<file path="src/verilog/tpmb_pkg.sv">
// Package of register map, field layouts and constants for the buffered timer/PWM block
package tpmb_pkg;

    // ==========================================================
    // Register byte offsets on the AXI4-Lite slave
    localparam logic [7:0] ADDR_TSC = 8'h00; // timer_status_control
    localparam logic [7:0] ADDR_CNT = 8'h04; // Counter, write clears
    localparam logic [7:0] ADDR_MOD = 8'h08; // modulo_value
    localparam logic [7:0] ADDR_CHC = 8'h0c; // channel_status_control
    localparam logic [7:0] ADDR_CHV = 8'h10; // channel_value
    localparam logic [7:0] ADDR_IST = 8'h14; // Interrupt status, read clears
    localparam logic [7:0] ADDR_IMK = 8'h18; // Interrupt mask

    // ==========================================================
    // Encodings and counter values
    localparam logic [1:0]  CLKS_OFF    = 2'h0;
    localparam logic [1:0]  CLKS_EXT    = 2'h3;
    localparam logic [1:0]  ELS_OFF     = 2'h0;
    localparam logic [15:0] FREE_TOP    = 16'hffff;
    localparam logic [1:0]  RESP_OKAY   = 2'h0;
    localparam logic [1:0]  RESP_SLVERR = 2'h2;

    // ==========================================================
    // Field layouts: timer control bits 5:3 prescale, 2 center, 1:0 clock source
    typedef struct packed {
        logic [2:0] prescale;
        logic       center_aligned;
        logic [1:0] clock_source_select;
    } tpmb_tsc_t;

    // Channel control bits 2 edge_aligned_pwm, 1:0 edge_level_select
    typedef struct packed {
        logic       edge_aligned_pwm;
        logic [1:0] edge_level_select;
    } tpmb_chc_t;

    // Interrupt status and mask bits 1 channel match, 0 overflow_flag
    typedef struct packed {
        logic channel_match;
        logic overflow_flag;
    } tpmb_irq_t;

    // ==========================================================
    // Reset values
    localparam tpmb_tsc_t TSC_RST = '0;
    localparam tpmb_chc_t CHC_RST = '0;
    localparam tpmb_irq_t IRQ_RST = '0;
    localparam logic [15:0] MOD_RST = 16'h0000;
    localparam logic [15:0] CHV_RST = 16'h0000;
    localparam logic [6:0]  PS_RST  = 7'h00;

endpackage

</file>
<file path="src/verilog/tpmb_timer_pwm.sv">
// Single-channel 16-bit timer/PWM with buffered channel value and AXI4-Lite registers
// Operation
// - Edge PWM: buffered value loads after both bytes, on step modulo-1 to modulo
// - Center PWM, clock on: buffered value loads after both bytes, same step
// - Center PWM with channel value equal to modulo gives full duty
// - Center PWM with channel value modulo minus one gives almost full duty
// - Center PWM change from zero applies only at a new period
// - Center PWM change to zero finishes current period with old duty
// - Timer control write in debug mode clears modulo byte coherency latch
// - With clock source off the PWM pin output stays frozen
//
// The placing of the registers and the AXI4-Lite interface to the registers were left to the implementer.
`timescale 1ns/1ps
`default_nettype none
module tpmb_timer_pwm #(
    parameter int ADDR_W = 8
) (
    input  wire logic              aclk,
    input  wire logic              aresetn,
    input  wire logic [ADDR_W-1:0] s_axi_awaddr,
    input  wire logic              s_axi_awvalid,
    output logic                   s_axi_awready,
    input  wire logic [31:0]       s_axi_wdata,
    input  wire logic [3:0]        s_axi_wstrb,
    input  wire logic              s_axi_wvalid,
    output logic                   s_axi_wready,
    output logic [1:0]             s_axi_bresp,
    output logic                   s_axi_bvalid,
    input  wire logic              s_axi_bready,
    input  wire logic [ADDR_W-1:0] s_axi_araddr,
    input  wire logic              s_axi_arvalid,
    output logic                   s_axi_arready,
    output logic [31:0]            s_axi_rdata,
    output logic [1:0]             s_axi_rresp,
    output logic                   s_axi_rvalid,
    input  wire logic              s_axi_rready,
    input  wire logic              ext_tick,
    input  wire logic              background_debug_mode,
    output logic                   pwm_out,
    output logic                   pwm_oe_n,
    output logic                   irq
);
    // ==========================================================
    // Helpers
    function automatic logic [6:0] ps_mask(input logic [2:0] ps);
        ps_mask = 7'((8'h01 << ps) - 8'h01);
    endfunction
    function automatic logic addr_is(input logic [ADDR_W-1:0] a, input logic [7:0] off);
        addr_is = (a[7:0] == off);
    endfunction
    // ==========================================================
    // State
    tpmb_pkg::tpmb_tsc_t tsc_q;
    tpmb_pkg::tpmb_chc_t chc_q;
    tpmb_pkg::tpmb_irq_t ist_q, ist_d, imk_q;
    logic [15:0] mod_q, mod_buf_q, cnt_q, chv_q, chv_buf_q;
    logic [6:0]  ps_cnt_q;
    logic        up_q, mod_lo_w_q, mod_hi_w_q, chv_lo_w_q, chv_hi_w_q;
    logic        aw_full_q, w_full_q;
    logic [ADDR_W-1:0] awaddr_q;
    logic [31:0] wdata_q;
    logic [3:0]  wstrb_q;
    logic        awready_q, wready_q, bvalid_q, arready_q, rvalid_q;
    logic [1:0]  bresp_q, rresp_q;
    logic [31:0] rdata_q;
    logic        pwm_out_q, pwm_oe_n_q, irq_q;
    // ==========================================================
    // Bus decode
    wire do_write = aw_full_q && w_full_q && !bvalid_q;
    wire do_read  = s_axi_arvalid && arready_q;
    wire wr_tsc   = do_write && addr_is(awaddr_q, tpmb_pkg::ADDR_TSC);
    wire wr_cnt   = do_write && addr_is(awaddr_q, tpmb_pkg::ADDR_CNT);
    wire wr_mod   = do_write && addr_is(awaddr_q, tpmb_pkg::ADDR_MOD);
    wire wr_chc   = do_write && addr_is(awaddr_q, tpmb_pkg::ADDR_CHC);
    wire wr_chv   = do_write && addr_is(awaddr_q, tpmb_pkg::ADDR_CHV);
    wire wr_imk   = do_write && addr_is(awaddr_q, tpmb_pkg::ADDR_IMK);
    wire wr_ist   = do_write && addr_is(awaddr_q, tpmb_pkg::ADDR_IST);
    wire wr_hit   = wr_tsc || wr_cnt || wr_mod || wr_chc || wr_chv || wr_imk || wr_ist;
    wire rd_ist   = do_read && addr_is(s_axi_araddr, tpmb_pkg::ADDR_IST);
    // Read data mux, unmapped reads give zero with an error
    logic [31:0] rd_mux;
    logic        rd_hit;
    always_comb
    begin
        rd_hit = 1'b1;
        rd_mux = 32'h0000_0000;
        case (s_axi_araddr[7:0])
            tpmb_pkg::ADDR_TSC: rd_mux = {26'h0, tsc_q};
            tpmb_pkg::ADDR_CNT: rd_mux = {16'h0, cnt_q};
            tpmb_pkg::ADDR_MOD: rd_mux = {16'h0, mod_q};
            tpmb_pkg::ADDR_CHC: rd_mux = {29'h0, chc_q};
            tpmb_pkg::ADDR_CHV: rd_mux = {16'h0, chv_q};
            tpmb_pkg::ADDR_IST: rd_mux = {30'h0, ist_q};
            tpmb_pkg::ADDR_IMK: rd_mux = {30'h0, imk_q};
            default:            rd_hit = 1'b0;
        endcase
    end
    // ==========================================================
    // Prescaler and counter stepping
    wire clks_off = (tsc_q.clock_source_select == tpmb_pkg::CLKS_OFF);
    wire src_en   = clks_off ? 1'b0 :
                    (tsc_q.clock_source_select == tpmb_pkg::CLKS_EXT) ? ext_tick : 1'b1;
    wire tick     = src_en && ((ps_cnt_q & ps_mask(tsc_q.prescale)) == ps_mask(tsc_q.prescale));
    wire center   = tsc_q.center_aligned;
    wire [15:0] top = (mod_q == 16'h0000) ? tpmb_pkg::FREE_TOP : mod_q;
    wire at_top   = (cnt_q == top);
    wire up_eff   = !center || up_q;
    wire load_step = tick && up_eff && (cnt_q == 16'(top - 16'h0001));
    wire chv_both = chv_lo_w_q && chv_hi_w_q;
    wire chv_load = chv_both && (clks_off || load_step);
    wire tof_set  = tick && at_top && up_eff;
    wire chm_set  = tick && (cnt_q == chv_q);
    wire        turn_up = center && !up_q && (cnt_q == 16'h0000);
    wire        step_up = !center || (up_q && !at_top) || turn_up;
    wire [15:0] cnt_d   = (!center && at_top) ? 16'h0000 :
                          step_up ? 16'(cnt_q + 16'h0001) : 16'(cnt_q - 16'h0001);
    wire        up_d    = !center || (up_q ? !at_top : turn_up);
    // Counter and prescaler; a counter write clears both
    always_ff @(posedge aclk)
    begin
        if (!aresetn || wr_cnt)
        begin
            cnt_q    <= 16'h0000;
            up_q     <= 1'b1;
            ps_cnt_q <= tpmb_pkg::PS_RST;
        end
        else
        begin
            if (src_en)
                ps_cnt_q <= 7'(ps_cnt_q + 7'h01);
            if (tick)
            begin
                cnt_q <= cnt_d;
                up_q  <= up_d;
            end
        end
    end
    // ==========================================================
    // Control registers and modulo coherency
    wire mod_lo = wr_mod && wstrb_q[0];
    wire mod_hi = wr_mod && wstrb_q[1];
    wire mod_done = (mod_lo || mod_lo_w_q) && (mod_hi || mod_hi_w_q);
    wire mod_latch_clr = wr_tsc && background_debug_mode;
    always_ff @(posedge aclk)
    begin
        if (!aresetn)
        begin
            tsc_q <= tpmb_pkg::TSC_RST;
            chc_q <= tpmb_pkg::CHC_RST;
            imk_q <= tpmb_pkg::IRQ_RST;
            mod_q <= tpmb_pkg::MOD_RST;
            mod_buf_q <= tpmb_pkg::MOD_RST;
            mod_lo_w_q <= 1'b0;
            mod_hi_w_q <= 1'b0;
        end
        else
        begin
            if (wr_tsc && wstrb_q[0]) tsc_q <= wdata_q[5:0];
            if (wr_chc && wstrb_q[0]) chc_q <= wdata_q[2:0];
            if (wr_imk && wstrb_q[0]) imk_q <= wdata_q[1:0];
            if (mod_lo) mod_buf_q[7:0]  <= wdata_q[7:0];
            if (mod_hi) mod_buf_q[15:8] <= wdata_q[15:8];
            if (mod_done)
                mod_q <= {mod_hi ? wdata_q[15:8] : mod_buf_q[15:8],
                          mod_lo ? wdata_q[7:0]  : mod_buf_q[7:0]};
            mod_lo_w_q <= !(mod_done || mod_latch_clr) && (mod_lo_w_q || mod_lo);
            mod_hi_w_q <= !(mod_done || mod_latch_clr) && (mod_hi_w_q || mod_hi);
        end
    end
    // ==========================================================
    // Buffered channel value; loads at the period boundary, or at once with the clock source off
    wire chv_lo = wr_chv && wstrb_q[0];
    wire chv_hi = wr_chv && wstrb_q[1];
    always_ff @(posedge aclk)
    begin
        if (!aresetn)
        begin
            chv_q      <= tpmb_pkg::CHV_RST;
            chv_buf_q  <= tpmb_pkg::CHV_RST;
            chv_lo_w_q <= 1'b0;
            chv_hi_w_q <= 1'b0;
        end
        else
        begin
            if (chv_lo) chv_buf_q[7:0]  <= wdata_q[7:0];
            if (chv_hi) chv_buf_q[15:8] <= wdata_q[15:8];
            if (chv_load)
                chv_q <= chv_buf_q;
            chv_lo_w_q <= (chv_lo_w_q && !chv_load) || chv_lo;
            chv_hi_w_q <= (chv_hi_w_q && !chv_load) || chv_hi;
        end
    end
    // ==========================================================
    // Channel waveform; level compares keep zero duty glitch free
    wire edge_aligned_pwm_lvl = (cnt_q < chv_q);
    wire cpwm_lvl = (cnt_q < chv_q) || (chv_q == top);
    wire pwm_lvl  = center ? cpwm_lvl : (chc_q.edge_aligned_pwm ? edge_aligned_pwm_lvl : 1'b0);
    wire els_off  = (chc_q.edge_level_select == tpmb_pkg::ELS_OFF);
    always_ff @(posedge aclk)
    begin
        if (!aresetn)
        begin
            pwm_out_q  <= 1'b0;
            pwm_oe_n_q <= 1'b1;
        end
        else
        begin
            pwm_oe_n_q <= els_off;
            if (!clks_off)
                pwm_out_q <= pwm_lvl ^ chc_q.edge_level_select[0];
        end
    end
    // ==========================================================
    // Sticky interrupt status; a new event beats the read clear
    assign ist_d = (rd_ist ? tpmb_pkg::IRQ_RST : ist_q) | {chm_set, tof_set};
    always_ff @(posedge aclk)
    begin
        if (!aresetn)
        begin
            ist_q <= tpmb_pkg::IRQ_RST;
            irq_q <= 1'b0;
        end
        else
        begin
            ist_q <= ist_d;
            irq_q <= |(ist_q & imk_q);
        end
    end
    // ==========================================================
    // AXI4-Lite write channels, address and data in either order
    always_ff @(posedge aclk)
    begin
        if (!aresetn)
        begin
            aw_full_q <= 1'b0;
            w_full_q  <= 1'b0;
            awready_q <= 1'b1;
            wready_q  <= 1'b1;
            bvalid_q  <= 1'b0;
            bresp_q   <= tpmb_pkg::RESP_OKAY;
            awaddr_q  <= '0;
            wdata_q   <= 32'h0000_0000;
            wstrb_q   <= 4'h0;
        end
        else
        begin
            if (s_axi_awvalid && awready_q)
            begin
                aw_full_q <= 1'b1;
                awready_q <= 1'b0;
                awaddr_q  <= s_axi_awaddr;
            end
            if (s_axi_wvalid && wready_q)
            begin
                w_full_q <= 1'b1;
                wready_q <= 1'b0;
                wdata_q  <= s_axi_wdata;
                wstrb_q  <= s_axi_wstrb;
            end
            if (do_write)
            begin
                bvalid_q <= 1'b1;
                bresp_q  <= wr_hit ? tpmb_pkg::RESP_OKAY : tpmb_pkg::RESP_SLVERR;
            end
            if (bvalid_q && s_axi_bready)
            begin
                bvalid_q  <= 1'b0;
                aw_full_q <= 1'b0;
                w_full_q  <= 1'b0;
                awready_q <= 1'b1;
                wready_q  <= 1'b1;
            end
        end
    end
    // Read channel, data registered at the address handshake
    always_ff @(posedge aclk)
    begin
        if (!aresetn)
        begin
            arready_q <= 1'b1;
            rvalid_q  <= 1'b0;
            rdata_q   <= 32'h0000_0000;
            rresp_q   <= tpmb_pkg::RESP_OKAY;
        end
        else if (do_read)
        begin
            arready_q <= 1'b0;
            rvalid_q  <= 1'b1;
            rdata_q   <= rd_mux;
            rresp_q   <= rd_hit ? tpmb_pkg::RESP_OKAY : tpmb_pkg::RESP_SLVERR;
        end
        else if (rvalid_q && s_axi_rready)
        begin
            arready_q <= 1'b1;
            rvalid_q  <= 1'b0;
        end
    end
    // Outputs straight from flops
    assign s_axi_awready = awready_q;
    assign s_axi_wready  = wready_q;
    assign s_axi_bvalid  = bvalid_q;
    assign s_axi_bresp   = bresp_q;
    assign s_axi_arready = arready_q;
    assign s_axi_rvalid  = rvalid_q;
    assign s_axi_rdata   = rdata_q;
    assign s_axi_rresp   = rresp_q;
    assign pwm_out       = pwm_out_q;
    assign pwm_oe_n      = pwm_oe_n_q;
    assign irq           = irq_q;
endmodule
`default_nettype wire
</file>
<file path="config.mk">
export PLATFORM = sky130hd
export DESIGN_NAME = tpmb_timer_pwm
export DESIGN_NICKNAME = d
export VERILOG_FILES = /design/src/verilog/tpmb_pkg.sv /design/src/verilog/tpmb_timer_pwm.sv
export SDC_FILE = /design/constraint.sdc
export NUM_CORES = 1
export LEC_CHECK = 0
export BUFFER_PORTS_ARGS = -buffer_cell sky130_fd_sc_hd__clkbuf_2
export CAP_MARGIN = 20
export CORE_MARGIN = 2
export CORE_UTILIZATION = 40
export CTS_BUF_LIST = sky130_fd_sc_hd__clkbuf_4
export DETAILED_ROUTE_END_ITERATION = 8
export GPL_ROUTABILITY_DRIVEN = 1
export SYNTH_ARGS = -nofsm -noshare
export SYNTH_HDL_FRONTEND = slang
export SYNTH_SLANG_ARGS = --single-unit
</file>
<file path="constraint.sdc">
create_clock -name aclk -period 12 [get_ports aclk]
set_input_delay 1.2 -clock aclk [delete_from_list [all_inputs] [get_ports aclk]]
set_output_delay 1.2 -clock aclk [all_outputs]
set_load 0.005 [all_outputs]
</file>
==> impl_metrics.env <==
export IMPL_outcome="complete, no violations"
export IMPL_setup_viol=0
export IMPL_drive_gt1_share_pct=11.4
export IMPL_final_core_util_pct=43.8
export IMPL_dr_pass1_iters=6
export IMPL_cp_common_cell="a211oi_1"
export IMPL_critical_path_arrival_ns=6.32
export IMPL_hold_buffers=0
export IMPL_slowest_delay_ns=0.55
export IMPL_finalWorstPathRequiredPeriod_ns=5.81
export IMPL_ys_types=77
export IMPL_core_um2=21900
export IMPL_tightest_slew_ns=1.12
export IMPL_portBuffers=68
export IMPL_grt_pass1_wl_um=39100
export IMPL_grt_pass1_vias=7514
export IMPL_vias=7903
export IMPL_drtIter0Drc=598
export IMPL_viasPerCell=5.60
export IMPL_path_clk_slew_ns=0.18
export IMPL_synth_seq_cells=159
export IMPL_dieArea_um2=23600
export IMPL_worstSetupEndpointType="flip-flop"
export IMPL_die_h_um=154
export IMPL_grt_usage_pct=20.3
export IMPL_cts_sinks=159
export IMPL_worst_endpoint_required_ns=12.50
export IMPL_cts_tree="done"
export IMPL_synth_main_ff_cell="dfxtp_1"
export IMPL_cp_start_kind="flip-flop"
export IMPL_finalWirelength_um=23900
export IMPL_overflow=0
export IMPL_synth_top_area_share_pct=35.5
export IMPL_ys_warn_count=0
export IMPL_cp_num_buf_inv=1
export IMPL_powerDensity_nw_per_um2=96.8
export IMPL_timing_critical_path_fanout_max=16
export IMPL_cp_cell_sequence="nor4_2, nand4_1, nor2_2, a32oi_1, a211oi_1, nand4_1, a21o_1, inv_1, ha_1, a211oi_1, o21ai_0, a31oi_1, o21ai_0, a21o_1, o21a_1, o31ai_1, and3_1, a211oi_1"
export IMPL_clk_root_buffer_cell="clkbuf_4"
export IMPL_seq_area_frac_synth_pct=35.5
export IMPL_cts_resized=0
export IMPL_area_growth_pct=6.85
export IMPL_initial_core_util_pct=41.0
export IMPL_rsz0062_at_grt="false"
export IMPL_crit_family="compound AO/OA/AOI/OAI gates"
export IMPL_fin_setup_tns_ns=0
export IMPL_cts_htree_levels=4
export IMPL_gp_congestion=0.904
export IMPL_die_w_um=154
export IMPL_hpwl_um=16900
export IMPL_syn_area_per_cell_um2=8.14
export IMPL_hold_slack_ns=0.466
export IMPL_synthCells=1101
export IMPL_drv_slew=0
export IMPL_post_cts_buffers=0
export IMPL_fmax_mhz=172
export IMPL_hold_violations=0
export IMPL_r2r_slack_ns=6.19
export IMPL_critPathKind="flip-flop to flip-flop"
export IMPL_cts_buffers_inserted=17
export IMPL_synth_top_area_cell="dfxtp_1"
export IMPL_nets=1211
export IMPL_holdCritPathClass="flip-flop to flip-flop"
export IMPL_synth_area_um2=8970
export IMPL_antenna_found_initial=1
export IMPL_async_reset_ff_share_pct=0
export IMPL_nFillCells=2265
export IMPL_ant_nets=0
export IMPL_max_cap_viol_count=0
export IMPL_leakage_nw=3.96
export IMPL_drcViolationCount=0
export IMPL_grt_max_degree=76
export IMPL_vdd_drop_max_mv=0.0713
export IMPL_finClkSkew_ns=0.0393
export IMPL_io_pin_count=105
export IMPL_clock_latency_ns=0.62
export IMPL_clockBufferDepth=2
export IMPL_wl_per_cell_um=17.0
export IMPL_cp_slowest_cell="nor2_2"
export IMPL_synth_edf_count=0
export IMPL_fp_row_count=54
export IMPL_fin_crit_sh_pct=48.4
export IMPL_ys_top_cells_by_area="dfxtp_1, mux2i_1, nand2_1"
export IMPL_relSlewSlack_pct=25.1
[sequential cells by signal, indices dropped and copies added (netlist names), 2 cells and up]
signal,count
tsc_q,5
wstrb_q,2
chv_q,16
wdata_q,16
chv_buf_q,16
ist_q,2
mod_buf_q,16
ps_cnt_q,7
chc_q,3
awaddr_q,8
imk_q,2
s_axi_rdata,16
cnt_q,16
mod_q,16
[worst paths after layout]
kind | startpoint | endpoint | cells past startpoint
max | mod_q[5]$_SDFFE_PN0P_ | cnt_q[15]$_SDFFE_PP0P_ | 18
min | awaddr_q[6]$_SDFFE_PN0P_ | awaddr_q[6]$_SDFFE_PN0P_ | 2
max reg2reg | mod_q[5]$_SDFFE_PN0P_ | cnt_q[15]$_SDFFE_PP0P_ | 18
min reg2reg | awaddr_q[6]$_SDFFE_PN0P_ | awaddr_q[6]$_SDFFE_PN0P_ | 2
[stage by stage]
stage               setup slack, ns  cells  total power, mW  instance area, µm²
floorplan                      7.58   1118            0.585                9030
global placement               6.28   1377            0.600                9270
detailed placement             6.28   1377            0.600                9270
CTS                            6.27   1409            0.940                9580
global route                   5.82   1410            0.967                9580
finish                         6.19   1410            0.928                9580
[metal layers]
layer / global-route usage, % / vias up / wire length, µm
met2: 33.7 / 231 / 11200
met5: 0 / - / 0
met1: 26.7 / 3698 / 10900
met3: 3.47 / 45 / 1190
li1: - / 3929 / -
met4: 6.99 / 0 / 587
[worst register-to-register path, stage by stage, from the launching register on]
cell	delay (ns)
dfxtp_1	0.52
nor4_2	0.51
nand4_1	0.31
nor2_2	0.55
a32oi_1	0.19
a211oi_1	0.29
nand4_1	0.27
a21o_1	0.31
inv_1	0.43
ha_1	0.35
a211oi_1	0.27
o21ai_0	0.14
a31oi_1	0.40
o21ai_0	0.27
a21o_1	0.25
o21a_1	0.17
o31ai_1	0.26
and3_1	0.20
a211oi_1	0.05
[synth_stat cells, drive strengths merged (27+ instances only)]
cell type	number
a21oi	89
buf	46
clkbuf	51
dfxtp	159
ha	33
inv	40
mux2i	57
nand2	131
nand3	41
nor2	123
o21ai	34
xnor2	27
[layout by cell type (no fill, tap or decap), types with 11 or more instances in the layout]
cell type | Yosys | routed
nor2_1 | 122 | 122
clkbuf_4 | 0 | 17
a21oi_1 | 88 | 88
a211oi_1 | 16 | 16
clkbuf_2 | 0 | 68
o22a_1 | 18 | 18
nor3_1 | 15 | 15
conb_1 | 1 | 18
xnor2_1 | 27 | 27
mux2i_1 | 57 | 57
nand2_1 | 131 | 131
ha_1 | 33 | 33
inv_1 | 40 | 40
nand4_1 | 13 | 13
nand3_1 | 41 | 41
xor2_1 | 14 | 14
nor2b_1 | 11 | 11
a31oi_1 | 12 | 12
dfxtp_1 | 159 | 159
o21ai_0 | 33 | 33
a22oi_1 | 17 | 17
[cell type report]
class                           count  area, µm²  area share (%)
Multi-Input combinational cell    821       5190            54.1
Sequential cell                   159       3180            33.2
Timing Repair Buffer               76        400            4.18
Tap cell                          280        350            3.66
Clock inverter                     15        178            1.85
Inverter                           41        154            1.61
Clock buffer                       17        128            1.33
Antenna cell                        1       2.50          0.0261
[logic make-up (layout without fill, tap and decap cells)]
group,after synthesis,after routing,share of synthesized area (%)
mux,60,60,7.12
buf+inv,138,149,7.38
xor+xnor,41,41,4.00
flops,159,159,35.5
other cells,1,19,0.0418
fa+ha+maj,34,34,4.83
simple gates,395,395,20.7
compound gates,273,273,20.5
[where the power goes]
part,internal (mW),switching (mW),leakage [nW]
clock network,0.100,0.239,0.161
logic,0.0150,0.0297,2.51
registers,0.536,0.00815,1.29
total,0.651,0.277,3.96
(Power assumes the default switching activity.)
